===== src/rtd_defs.svh =====
// Constants for the antenna driver control block: register map, field
// positions, reset values and driver output mode codes.
// Assumes inclusion by bare name from every design file that needs it.
`ifndef RTD_DEFS_SVH
`define RTD_DEFS_SVH

// ****************************************************************
// Register map (index as printed, byte address is four times it)
// ****************************************************************
`define RTD_IDX_DRV_MODE      8'h28
`define RTD_IDX_TX_AMP        8'h29
`define RTD_IDX_TX_CON        8'h2A
`define RTD_IDX_STATUS        8'h3F
`define RTD_ADDR_W            8
`define RTD_ADDR_LSB          2

// ****************************************************************
// Field positions
// ****************************************************************
`define RTD_DRV_TWO_INV_BIT   7
`define RTD_DRV_ONE_INV_BIT   6
`define RTD_DRV_EN_BIT        3
`define RTD_DRV_MODE_HI       2
`define RTD_DRV_MODE_LO       0
`define RTD_AMP_RED_HI        7
`define RTD_AMP_RED_LO        6
`define RTD_AMP_RES_HI        4
`define RTD_AMP_RES_LO        0
`define RTD_CON_OVS_HI        7
`define RTD_CON_OVS_LO        4
`define RTD_CON_CWMAX_BIT     3
`define RTD_CON_MINV_BIT      2
`define RTD_CON_SEL_HI        1
`define RTD_CON_SEL_LO        0

// Writable bit masks; reserved bits stay zero
`define RTD_DRV_MODE_MASK     8'hCF
`define RTD_TX_AMP_MASK       8'hDF
`define RTD_TX_CON_MASK       8'hFF

// ****************************************************************
// Reset values and codes
// ****************************************************************
`define RTD_RESET_BYTE        8'h00
`define RTD_MODE_HIGHZ        3'h0
`define RTD_MODE_OPEN_DRAIN   3'h1
`define RTD_MODE_PUSH_PULL    3'h2
`define RTD_MODE_FIXED_LOW    3'h4
`define RTD_MODE_FIXED_HIGH   3'h5
`define RTD_SEL_NONE          2'h0
`define RTD_SEL_ENVELOPE      2'h1
`define RTD_SEL_EXTERNAL      2'h2
`define RTD_OVS_ZERO          4'h0

`endif


===== src/rtd_pkg.sv =====
// Types shared by the antenna driver control block.
// Assumes compilation before every module of the block.
`default_nettype none

package rtd_pkg;

  // ****************************************************************
  // Modulation sequencer states
  // ****************************************************************
  typedef enum logic [1:0] {
    MOD_IDLE,
    MOD_ON,
    MOD_OVERSHOOT
  } rtd_mod_state_t;

  typedef logic [7:0] rtd_byte_t;

endpackage

`default_nettype wire


===== src/rtd_sync3.sv =====
// Three-stage synchroniser for a pin input.
// Assumes a level input from outside the pclk domain.
`default_nettype none

module rtd_sync3 (
  // Clock and reset
  input  wire logic pclk,
  input  wire logic presetn,
  // Pin and result
  input  wire logic pin_in,
  output logic      level_q
);

  logic s1_q;
  logic s2_q;
  logic s3_q;

  // Chain; first stage feeds only the second
  always_ff @(posedge pclk or negedge presetn) begin
    if (!presetn) begin
      s1_q <= 1'h0;
      s2_q <= 1'h0;
      s3_q <= 1'h0;
    end else begin
      s1_q <= pin_in;
      s2_q <= s1_q;
      s3_q <= s2_q;
    end
  end

  // Accept a change only once stages two and three agree
  always_ff @(posedge pclk or negedge presetn) begin
    if (!presetn) begin
      level_q <= 1'h0;
    end else if (s2_q == s3_q) begin
      level_q <= s3_q;
    end
  end

endmodule

`default_nettype wire


===== src/rtd_drv.sv =====
// One antenna driver output stage: inversion, enable and output mode.
// Assumes configuration inputs already aligned to carrier clocks.
`default_nettype none
`include "rtd_defs.svh"

module rtd_drv (
  // Clock and reset
  input  wire logic       pclk,
  input  wire logic       presetn,
  // Carrier and settings
  input  wire logic       wave,
  input  wire logic       invert,
  input  wire logic       enable,
  input  wire logic [2:0] mode,
  // Pin
  output logic            pin_out_q,
  output logic            pin_oe_q
);

  logic lvl;

  assign lvl = wave ^ invert;

  // Mode decode; unsupported codes park the pin at high impedance
  always_ff @(posedge pclk or negedge presetn) begin
    if (!presetn) begin
      pin_out_q <= 1'h0;
      pin_oe_q  <= 1'h0;
    end else if (!enable) begin
      pin_out_q <= 1'h0;
      pin_oe_q  <= 1'h0;
    end else begin
      case (mode)
        `RTD_MODE_OPEN_DRAIN: begin
          pin_out_q <= 1'h0;
          pin_oe_q  <= !lvl;
        end
        `RTD_MODE_PUSH_PULL: begin
          pin_out_q <= lvl;
          pin_oe_q  <= 1'h1;
        end
        `RTD_MODE_FIXED_LOW: begin
          pin_out_q <= 1'h0;
          pin_oe_q  <= 1'h1;
        end
        `RTD_MODE_FIXED_HIGH: begin
          pin_out_q <= 1'h1;
          pin_oe_q  <= 1'h1;
        end
        default: begin
          pin_out_q <= 1'h0;
          pin_oe_q  <= 1'h0;
        end
      endcase
    end
  end

endmodule

`default_nettype wire


===== src/rtd_top.sv =====
// Antenna driver control: APB registers, carrier, modulation and outputs.
// Assumes a single pclk domain; the carrier is derived from pclk.
//
// How it works
// - Driver mode bit 7 inverts the wave on antenna driver two.
// - Driver mode bit 6 inverts the wave on antenna driver one.
// - Driver mode bit 3 enables both drivers together, else both are off.
// - Driver mode bits 2 to 0 pick open drain, push-pull, high impedance, fixed high or fixed low.
// - Amplitude bits 7 to 6 pick a carrier drop of 100, 250, 500 or 1000 mV below the driver supply.
// - Transmit control bit 3 forces full carrier amplitude and overrides the drop field.
// - Amplitude bits 4 to 0 set the residual carrier percentage used while modulating.
// - Transmit control bits 7 to 4 give the carrier clocks of extra modulation after each pulse.
// - Transmit control bit 2 inverts the selected modulation signal.
// - Transmit control bits 1 to 0 choose none, internal envelope or external input; 11b is reserved.
`default_nettype none
`include "rtd_defs.svh"

module rtd_top #(
  parameter int CARRIER_DIV = 4
) (
  // Clock and reset
  input  wire logic                   pclk,
  input  wire logic                   presetn,
  // APB slave
  input  wire logic                   psel,
  input  wire logic                   penable,
  input  wire logic                   pwrite,
  input  wire logic [`RTD_ADDR_W-1:0] paddr,
  input  wire logic [31:0]            pwdata,
  output logic [31:0]                 prdata,
  output logic                        pready,
  output logic                        pslverr,
  // Modulation sources
  input  wire logic                   internal_envelope_signal,
  input  wire logic                   external_signal_input,
  // Antenna drivers
  output logic                        antenna_driver_one_out,
  output logic                        antenna_driver_one_oe,
  output logic                        antenna_driver_two_out,
  output logic                        antenna_driver_two_oe,
  // Amplitude control to the analogue stage
  output logic [1:0]                  carrier_amplitude_reduction,
  output logic                        full_amplitude,
  output logic [4:0]                  residual_carrier_level,
  output logic                        modulation_active
);

  // ****************************************************************
  // Declarations
  // ****************************************************************
  localparam int CNT_W = $clog2(CARRIER_DIV);
  localparam logic [CNT_W-1:0] DIV_LAST = CNT_W'(CARRIER_DIV - 1);
  localparam logic [CNT_W-1:0] DIV_HALF = CNT_W'(CARRIER_DIV / 2);

  rtd_pkg::rtd_byte_t drv_mode_q;
  rtd_pkg::rtd_byte_t tx_amp_q;
  rtd_pkg::rtd_byte_t tx_con_q;
  rtd_pkg::rtd_byte_t sh_drv_q;
  rtd_pkg::rtd_byte_t sh_amp_q;
  rtd_pkg::rtd_byte_t sh_con_q;
  rtd_pkg::rtd_byte_t rd_byte;
  rtd_pkg::rtd_mod_state_t mod_state_q;
  logic [CNT_W-1:0]   div_q;
  logic               tick;
  logic               phase_q;
  logic               ext_level;
  logic               mod_raw;
  logic               mod_sel;
  logic [3:0]         ovs_cnt_q;
  logic               mod_active_q;
  logic [`RTD_ADDR_W-`RTD_ADDR_LSB-1:0] idx;
  logic               hit;
  logic               wr_en;
  logic [1:0]         sel;
  logic [3:0]         ovs_len;

  // ****************************************************************
  // APB slave
  // ****************************************************************
  assign idx    = paddr[`RTD_ADDR_W-1:`RTD_ADDR_LSB];
  assign hit    = (idx == `RTD_IDX_DRV_MODE) || (idx == `RTD_IDX_TX_AMP) ||
                  (idx == `RTD_IDX_TX_CON) || (idx == `RTD_IDX_STATUS);
  assign wr_en  = psel && penable && pwrite && hit;
  // Zero wait states; every access finishes in its first access cycle
  assign pready = 1'h1;

  // Software copies of the three configuration registers
  // reserved bits masked
  always_ff @(posedge pclk or negedge presetn) begin
    if (!presetn) begin
      drv_mode_q <= `RTD_RESET_BYTE;
      tx_amp_q   <= `RTD_RESET_BYTE;
      tx_con_q   <= `RTD_RESET_BYTE;
    end else if (wr_en) begin
      if (idx == `RTD_IDX_DRV_MODE) begin
        drv_mode_q <= pwdata[7:0] & `RTD_DRV_MODE_MASK;
      end
      if (idx == `RTD_IDX_TX_AMP) begin
        tx_amp_q <= pwdata[7:0] & `RTD_TX_AMP_MASK;
      end
      if (idx == `RTD_IDX_TX_CON) begin
        tx_con_q <= pwdata[7:0] & `RTD_TX_CON_MASK;
      end
    end
  end

  // Read mux; the status word shows live block state
  always_comb begin
    rd_byte = `RTD_RESET_BYTE;
    case (idx)
      `RTD_IDX_DRV_MODE: rd_byte = drv_mode_q;
      `RTD_IDX_TX_AMP:   rd_byte = tx_amp_q;
      `RTD_IDX_TX_CON:   rd_byte = tx_con_q;
      `RTD_IDX_STATUS:   rd_byte = {4'h0, phase_q, ext_level, (mod_state_q == rtd_pkg::MOD_OVERSHOOT),
                                    mod_active_q};
      default:           rd_byte = `RTD_RESET_BYTE;
    endcase
  end

  // Read data and error captured in the setup cycle, held through access
  always_ff @(posedge pclk or negedge presetn) begin
    if (!presetn) begin
      prdata  <= 32'h0;
      pslverr <= 1'h0;
    end else if (psel && !penable) begin
      prdata  <= {24'h0, rd_byte};
      pslverr <= !hit;
    end
  end

  // ****************************************************************
  // Carrier clock
  // ****************************************************************
  assign tick = (div_q == DIV_LAST);

  // Divider; the carrier clock edge is the wrap of this counter
  always_ff @(posedge pclk or negedge presetn) begin
    if (!presetn) begin
      div_q   <= '0;
      phase_q <= 1'h0;
    end else begin
      div_q   <= tick ? '0 : div_q + CNT_W'(1);
      phase_q <= (tick || div_q < DIV_HALF - CNT_W'(1));
    end
  end

  // Shadow copies that steer the outputs
  // settings applied at carrier clock
  always_ff @(posedge pclk or negedge presetn) begin
    if (!presetn) begin
      sh_drv_q <= `RTD_RESET_BYTE;
      sh_amp_q <= `RTD_RESET_BYTE;
      sh_con_q <= `RTD_RESET_BYTE;
    end else if (tick) begin
      sh_drv_q <= drv_mode_q;
      sh_amp_q <= tx_amp_q;
      sh_con_q <= tx_con_q;
    end
  end

  // ****************************************************************
  // Modulation source
  // ****************************************************************
  rtd_sync3 u_ext_sync (
    .pclk    (pclk),
    .presetn (presetn),
    .pin_in  (external_signal_input),
    .level_q (ext_level)
  );

  assign sel     = sh_con_q[`RTD_CON_SEL_HI:`RTD_CON_SEL_LO];
  assign ovs_len = sh_con_q[`RTD_CON_OVS_HI:`RTD_CON_OVS_LO];

  always_comb begin
    case (sel)
      `RTD_SEL_ENVELOPE: mod_raw = internal_envelope_signal;
      `RTD_SEL_EXTERNAL: mod_raw = ext_level;
      default:           mod_raw = 1'h0;
    endcase
  end

  // inversion of a selected source; no source stays unmodulated
  assign mod_sel = (sel == `RTD_SEL_ENVELOPE || sel == `RTD_SEL_EXTERNAL) ?
                   (mod_raw ^ sh_con_q[`RTD_CON_MINV_BIT]) : 1'h0;

  // ****************************************************************
  // Modulation sequencer with overshoot extension
  // ****************************************************************
  // extra carrier clocks after each pulse
  always_ff @(posedge pclk or negedge presetn) begin
    if (!presetn) begin
      mod_state_q <= rtd_pkg::MOD_IDLE;
      ovs_cnt_q   <= `RTD_OVS_ZERO;
    end else if (tick) begin
      case (mod_state_q)
        rtd_pkg::MOD_IDLE: begin
          if (mod_sel) begin
            mod_state_q <= rtd_pkg::MOD_ON;
          end
        end
        rtd_pkg::MOD_ON: begin
          if (!mod_sel && ovs_len != `RTD_OVS_ZERO) begin
            mod_state_q <= rtd_pkg::MOD_OVERSHOOT;
            ovs_cnt_q   <= ovs_len;
          end else if (!mod_sel) begin
            mod_state_q <= rtd_pkg::MOD_IDLE;
          end
        end
        rtd_pkg::MOD_OVERSHOOT: begin
          // A new pulse cuts the extension short
          if (mod_sel) begin
            mod_state_q <= rtd_pkg::MOD_ON;
            ovs_cnt_q   <= `RTD_OVS_ZERO;
          end else if (ovs_cnt_q == 4'h1) begin
            mod_state_q <= rtd_pkg::MOD_IDLE;
            ovs_cnt_q   <= `RTD_OVS_ZERO;
          end else begin
            ovs_cnt_q <= ovs_cnt_q - 4'h1;
          end
        end
        default: begin
          mod_state_q <= rtd_pkg::MOD_IDLE;
          ovs_cnt_q   <= `RTD_OVS_ZERO;
        end
      endcase
    end
  end

  assign mod_active_q = (mod_state_q != rtd_pkg::MOD_IDLE);

  // ****************************************************************
  // Amplitude control
  // ****************************************************************
  // drop code; full amplitude override; residual level
  always_ff @(posedge pclk or negedge presetn) begin
    if (!presetn) begin
      carrier_amplitude_reduction <= 2'h0;
      full_amplitude              <= 1'h0;
      residual_carrier_level      <= 5'h00;
      modulation_active           <= 1'h0;
    end else begin
      carrier_amplitude_reduction <= sh_con_q[`RTD_CON_CWMAX_BIT] ? 2'h0 :
                                     sh_amp_q[`RTD_AMP_RED_HI:`RTD_AMP_RED_LO];
      full_amplitude              <= sh_con_q[`RTD_CON_CWMAX_BIT];
      residual_carrier_level      <= sh_amp_q[`RTD_AMP_RES_HI:`RTD_AMP_RES_LO];
      modulation_active           <= mod_active_q;
    end
  end

  // ****************************************************************
  // Driver outputs
  // ****************************************************************
  // driver one inversion; shared enable; mode
  rtd_drv u_drv_one (
    .pclk      (pclk),
    .presetn   (presetn),
    .wave      (phase_q),
    .invert    (sh_drv_q[`RTD_DRV_ONE_INV_BIT]),
    .enable    (sh_drv_q[`RTD_DRV_EN_BIT]),
    .mode      (sh_drv_q[`RTD_DRV_MODE_HI:`RTD_DRV_MODE_LO]),
    .pin_out_q (antenna_driver_one_out),
    .pin_oe_q  (antenna_driver_one_oe)
  );

  // driver two inversion; unsupported codes float
  rtd_drv u_drv_two (
    .pclk      (pclk),
    .presetn   (presetn),
    .wave      (phase_q),
    .invert    (sh_drv_q[`RTD_DRV_TWO_INV_BIT]),
    .enable    (sh_drv_q[`RTD_DRV_EN_BIT]),
    .mode      (sh_drv_q[`RTD_DRV_MODE_HI:`RTD_DRV_MODE_LO]),
    .pin_out_q (antenna_driver_two_out),
    .pin_oe_q  (antenna_driver_two_oe)
  );
endmodule

`default_nettype wire


===== config.mk =====
export PLATFORM = sky130hd
export DESIGN_NAME = rtd_top
export DESIGN_NICKNAME = d
export VERILOG_FILES = /design/src/rtd_pkg.sv /design/src/rtd_sync3.sv /design/src/rtd_drv.sv /design/src/rtd_top.sv
export VERILOG_INCLUDE_DIRS = /design/src /design/src/src
export SDC_FILE = /design/constraint.sdc
export NUM_CORES = 1
export LEC_CHECK = 0
export ABC_CLOCK_PERIOD_IN_PS = 4600
export BUFFER_PORTS_ARGS = -buffer_cell sky130_fd_sc_hd__buf_4
export CORE_ASPECT_RATIO = 1.4
export CORE_MARGIN = 4
export CORE_UTILIZATION = 55
export DETAILED_ROUTE_END_ITERATION = 8
export PLACE_DENSITY = 0.83
export SKIP_CTS_REPAIR_TIMING = 1
export SYNTH_ARGS = -nofsm -noshare
export SYNTH_HDL_FRONTEND = slang
export SYNTH_SLANG_ARGS = --single-unit

===== constraint.sdc =====
create_clock -name pclk -period 4.6 [get_ports pclk]
set_clock_uncertainty 0.1 [all_clocks]
set_input_delay 0 -clock pclk [delete_from_list [all_inputs] [get_ports pclk]]
set_output_delay 0 -clock pclk [all_outputs]
set_load 0.05 [all_outputs]

# Word level (Yosys, flattened, before mapping)
# Cells that the tools add are included.
dict set report word_totals {
  register_bits 77
  input_bits 47
}
dict set report classes {
  addsub 2
  n_lt_le_gt_ge 1
  eq_ne 19
  mux 23
  reduce_logical 24
  bitwise_logic 4
}
# op n
set ops {}
lappend ops {{8-bit case mux with 4 select lines} 1}
lappend ops {{6-bit equality test, second input constant} 4}
lappend ops {{2-bit 2-to-1 mux} 7}
lappend ops {{4-bit 2-to-1 mux} 3}
lappend ops {{4-bit case mux with 3 select lines} 1}
lappend ops {{1-bit case mux with 2 select lines} 5}
lappend ops {{2-bit equality test, second input constant} 3}
lappend ops {{3-bit equality test, second input constant} 2}
lappend ops {{2-bit case mux with 3 select lines} 1}
lappend ops {{2-bit AND reduction} 3}
lappend ops {{1-bit logical AND} 5}
lappend ops {{1-bit logical NOT} 5}
lappend ops {{1-bit logical OR} 5}
lappend ops {{1-bit 2-to-1 mux} 5}
lappend ops {{2-bit by 1-bit equality test with 1-bit output, second input constant} 2}
lappend ops {{4-bit by 1-bit equality test with 1-bit output, second input constant} 1}
lappend ops {{2-bit != test, second input constant} 2}
lappend ops {{4-bit AND reduction} 1}
lappend ops {{4-bit nonzero test} 1}
lappend ops {{4-bit by 1-bit subtractor with 4-bit output, second input constant} 1}
lappend ops {{3-bit by 1-bit equality test with 1-bit output, second input constant} 1}
lappend ops {{3-bit by 2-bit equality test with 1-bit output, second input constant} 1}
lappend ops {{3-bit by 2-bit != test with 1-bit output, second input constant} 1}
lappend ops {{3-bit != test, second input constant} 1}
lappend ops {{9 further kinds} 11}

# Logic depth before layout (Yosys ltp)
dict set report logic_depth {
  ltp_word 8
  depth_mapped 7
  depth_no_buf 6
}

# By module
# From an unflattened synthesis, not the netlist that was laid out.
dict set report unflattened {
  hier_cells 286
  hier_area_um2 3631.0
}
# module cells_each n_inst area_each_um2
set by_module_without_submodules {}
lappend by_module_without_submodules {rtd_top 261 1 3289.4}
lappend by_module_without_submodules {rtd_drv 10 2 115.1}
lappend by_module_without_submodules {rtd_sync3 5 1 111.4}

# Worst setup path before layout
# Ideal clock, no wire load.
dict set report synth_timing {
  path_kind {reg2reg}
  startpoint {reg sh_con_q[0]}
  endpoint {reg mod_state_q[0]}
  synth_period_minus_slack_ps 2007
  path_stages_with_launch 7
  t_required_ps 4372
  slack_ps 2593
  arrival_time_ps 1779
  cell_sequence {dfrtp_1 > inv_1 > ha_1 > a22oi_4 > mux2i_4 > mux2i_2 > mux2_1}
}
dict set report synth_via {
  elab_chain_len 8
  word_cells_on_any_way 15
  classes_between {5 x eq/ne; 5 x mux; 1 x bitwise; 4 x reduce/logical}
}
# item line_no
set synth_lines {}
lappend synth_lines {{start, declared} rtd_top.sv:60} ;# rtd_pkg::rtd_byte_t sh_con_q;
lappend synth_lines {{start signal, assigned} rtd_top.sv:153} ;# sh_con_q <= `RTD_RESET_BYTE;
lappend synth_lines {{start signal, assigned} rtd_top.sv:157} ;# sh_con_q <= tx_con_q;
lappend synth_lines {{2-bit equality test / 2-bit by 1-bit equality test with 1-bit output (equally long branches)} rtd_top.sv:175} ;# case (sel)
lappend synth_lines {{1-bit case mux with 2 select lines} rtd_top.sv:175}
lappend synth_lines {{1-bit bitwise XOR} rtd_top.sv:184} ;# (mod_raw ^ sh_con_q[`RTD_CON_MINV_BIT]) : 1'h0;
lappend synth_lines {{1-bit 2-to-1 mux *} rtd_top.sv:183} ;# assign mod_sel = (sel == `RTD_SEL_ENVELOPE || sel == `RTD_SEL_EXTERNAL) ?
lappend synth_lines {{1-bit logical NOT} -}
lappend synth_lines {{1-bit logical AND (no source line)} -}
lappend synth_lines {{3-bit != test (no source line) / 2-bit 2-to-1 mux (equally long branches)} -}
lappend synth_lines {{4-bit AND reduction (no source line) / 2-bit case mux with 3 select lines (equally long branches)} -}
lappend synth_lines {{end signal, assigned} rtd_top.sv:192} ;# mod_state_q <= rtd_pkg::MOD_IDLE;
lappend synth_lines {{end signal, assigned} rtd_top.sv:198} ;# mod_state_q <= rtd_pkg::MOD_ON;
lappend synth_lines {{end signal, assigned} rtd_top.sv:203} ;# mod_state_q <= rtd_pkg::MOD_OVERSHOOT;
lappend synth_lines {{end, declared} rtd_top.sv:62} ;# rtd_pkg::rtd_mod_state_t mod_state_q;
# Mark *: on every way between the ends. The rest lies on a longest branch, timed or not.
# A chain may end at the register's enable or synchronous reset.

# Worst setup path after layout
# Same ends and word-level chain as after synthesis.

==> impl_results.md <==
- Post-Syn Area: 3610 sq um
- RSZ-0062 raised after global routing: no
- RePlAce Congestion: 0.751
- Met2 usage: 0.313
- Pin count of the biggest net entering global routing: 78
- Drt first pass iters: 4
- Final Non-Filler Cells: 421
- Most crowded layer after global routing: met2
- Layout area overhead: 17.7%
- Crit. End Element: register
- Drt wl/cell: 17.1 um
- Kind of critical path: register to register
- Final count of negative-setup-slack endpoints: 0
- DRC: 0
- Min cycle time layout: 2.19 ns
- TritonCTS Sinks: 77
- Placed Instances: 390
- Clock Path Buffers: 2
- PD cells: 352 nW/um^2
- Detail Route Antenna Nets: 0
- Max-cap check violation count: 0
- H-tree depth: 3
- Top-level I/O count: 94
- Highest net fanout along the worst path: 8
- Die Area: 7950 sq um
- Ys Warns: 0
- Min-delay worst type: input pin to register
- Initial core utilization: 0.574
- Required @ worst endpoint: 4.75 ns
- Drt total wl: 7200 um
- Met1 usage: 0.217
- Diode count: 0
- Pre-CTS setup slack: 2.43 ns
- Total core area: 6300 sq um
- Grt ovf: 0
- Yosys cell types: 54
- Critical path data arrival time: 2.34 ns
- Crit share post-route: 0.476
- Nets: 400
- Post-synthesis sequential area ratio: 0.533
- Vias per cell: 5.66
- Commonest non-fill, non-tap cell in the layout: dfrtp_1
- Pleak: 2.13 nW
- Vias in the first global route: 2322
- Status: finished clean
- First DRT Iteration DRCs: 116
- Worst-path clk slew: 0.08 ns
- #FFs+latches synth: 77
- Final Hold Viols: 0
- Worst-Skew Late Latency: 0.36 ns
- Primary FF master, synth: dfrtp_1
- Async set-reset flop share out of synthesis: 1.00
- Antenna violations before repair: 0
- Avg Cell Area, Syn: 12.7 sq um
- Die Span X: 76.5 um
- CTS buffer count: 9
- Final hold slack: 0.0329 ns
- Max frequency: 456 MHz
- Slew headroom: 0.373
- Share of cells above drive strength 1: 0.292
- Worst Tran Pin Value: 0.940 ns
- Fin. max-slew vios: 0
- Row cnt: 34
- Worst-case vdd ir drop: 228 uV
- Hpwl dp: 5050 um
- Total number of vias: 2381
- Die Y-Extent: 104 um
- Setup crit start kind: register
- TritonCTS clock tree: built
- Met3 Use GR: 0.0503
- Gr usage total: 0.185
- Most frequent cells in the layout: dfrtp_1 (77), buf_4 (43), mux2_2 (30)
- # port buffers: 42
- Mapped Cells: 285
- EDFF count, synth: 0
- Root buffer cell: clkbuf_8
- Setup_tns: 0 ns
- First-pass GRT wire length: 11500 um
- Final worst setup slack: 2.41 ns
==> stage by stage <==
stage,power (W),utilization,instance area [sq um]
after floorplan,0.000886,-,3700
after global placement,0.000928,0.616,3880
after detailed placement,0.000932,0.616,3880
final,0.00150,0.675,4250
after global routing,0.00155,0.675,4250
after CTS,0.00149,0.652,4100
==> final timing paths <==
check,from,to,slack (ns),depth (start not counted)
setup reg to reg,sh_con_q[0],mod_state_q[0],2.41,6
setup / recovery,sh_con_q[0],mod_state_q[0],2.41,6
hold / removal,psel,prdata[7],0.03,4
hold reg to reg,u_ext_sync.s1_q,u_ext_sync.s2_q,0.27,0
min in group asynchronous,presetn,residual_carrier_level[4],0.23,2
max in group asynchronous,presetn,drv_mode_q[3],3.57,2
==> synth_stat cells, drive strengths merged, types with 2 or more instances <==
cell type / count / area, sq um
inv: 12 / 45.0
a32oi: 4 / 35.0
a21boi: 2 / 15.0
mux2i: 5 / 66.3
a22oi: 9 / 81.3
buf: 32 / 229
ha: 9 / 113
conb: 2 / 7.51
nand2: 15 / 56.3
and2: 2 / 12.5
a221oi: 5 / 43.8
o21a: 3 / 22.5
nor2b: 7 / 43.8
o2bb2ai: 2 / 17.5
nand3b: 2 / 15.0
or3b: 2 / 17.5
mux2: 41 / 469
a21oi: 4 / 31.3
nor2: 9 / 33.8
o211ai: 2 / 15.0
xnor2: 2 / 17.5
nand2b: 4 / 25.0
dfrtp: 77 / 1930
o22ai: 3 / 18.8
o21ai: 4 / 20.0
nor3b: 2 / 26.3
nand3: 8 / 65.1
==> logic make-up after synthesis <==
logic type / share of synthesized area
mux: 0.148
xor+xnor: 0.00485
compound gates: 0.0952
flops: 0.533
fa+ha+maj: 0.0339
buf+inv: 0.0769
simple gates: 0.106
other cells: 0.00208
==> per-layer routing <==
metal  routed length (um)  up-vias  share of wire
met5                    0        -              0
met4                  189        0          0.026
met3                  310       17          0.043
met2                 3830       66           0.53
met1                 2870     1211           0.40
li1                     -     1087              -
==> area by class of cell <==
type                            instances  area (sq um)
Inverter                               12          45.0
Sequential cell                        77          1930
Fill cell                             466          2040
Timing Repair Buffer                   58           473
Clock buffer                            9           124
Multi-Input combinational cell        186          1500
Tap cell                               72          90.1
Clock inverter                          7          98.8
==> where the power goes <==
group          total (W)  internal [W]  switching (W)
clock network   0.000565      0.000308       0.000258
registers       0.000715      0.000698      0.0000173
logic           0.000215     0.0000663       0.000149
total            0.00150       0.00107       0.000423
==> sequential cells by signal, indices dropped and copies added, names as in the netlist, 5 cells and up <==
signal and count:
prdata 8, sh_con_q 8, tx_con_q 8, sh_amp_q 7
tx_amp_q 7, drv_mode_q 6, sh_drv_q 6, residual_carrier_level 5
==> critical path: stages (launching register included) <==
cell	delay [ns]
dfrtp_1	0.36
inv_1	0.06
ha_1	0.22
a22oi_4	0.25
mux2i_4	0.41
mux2i_2	0.32
mux2_1	0.35
Note: power is estimated with default switching activity, not from simulation.
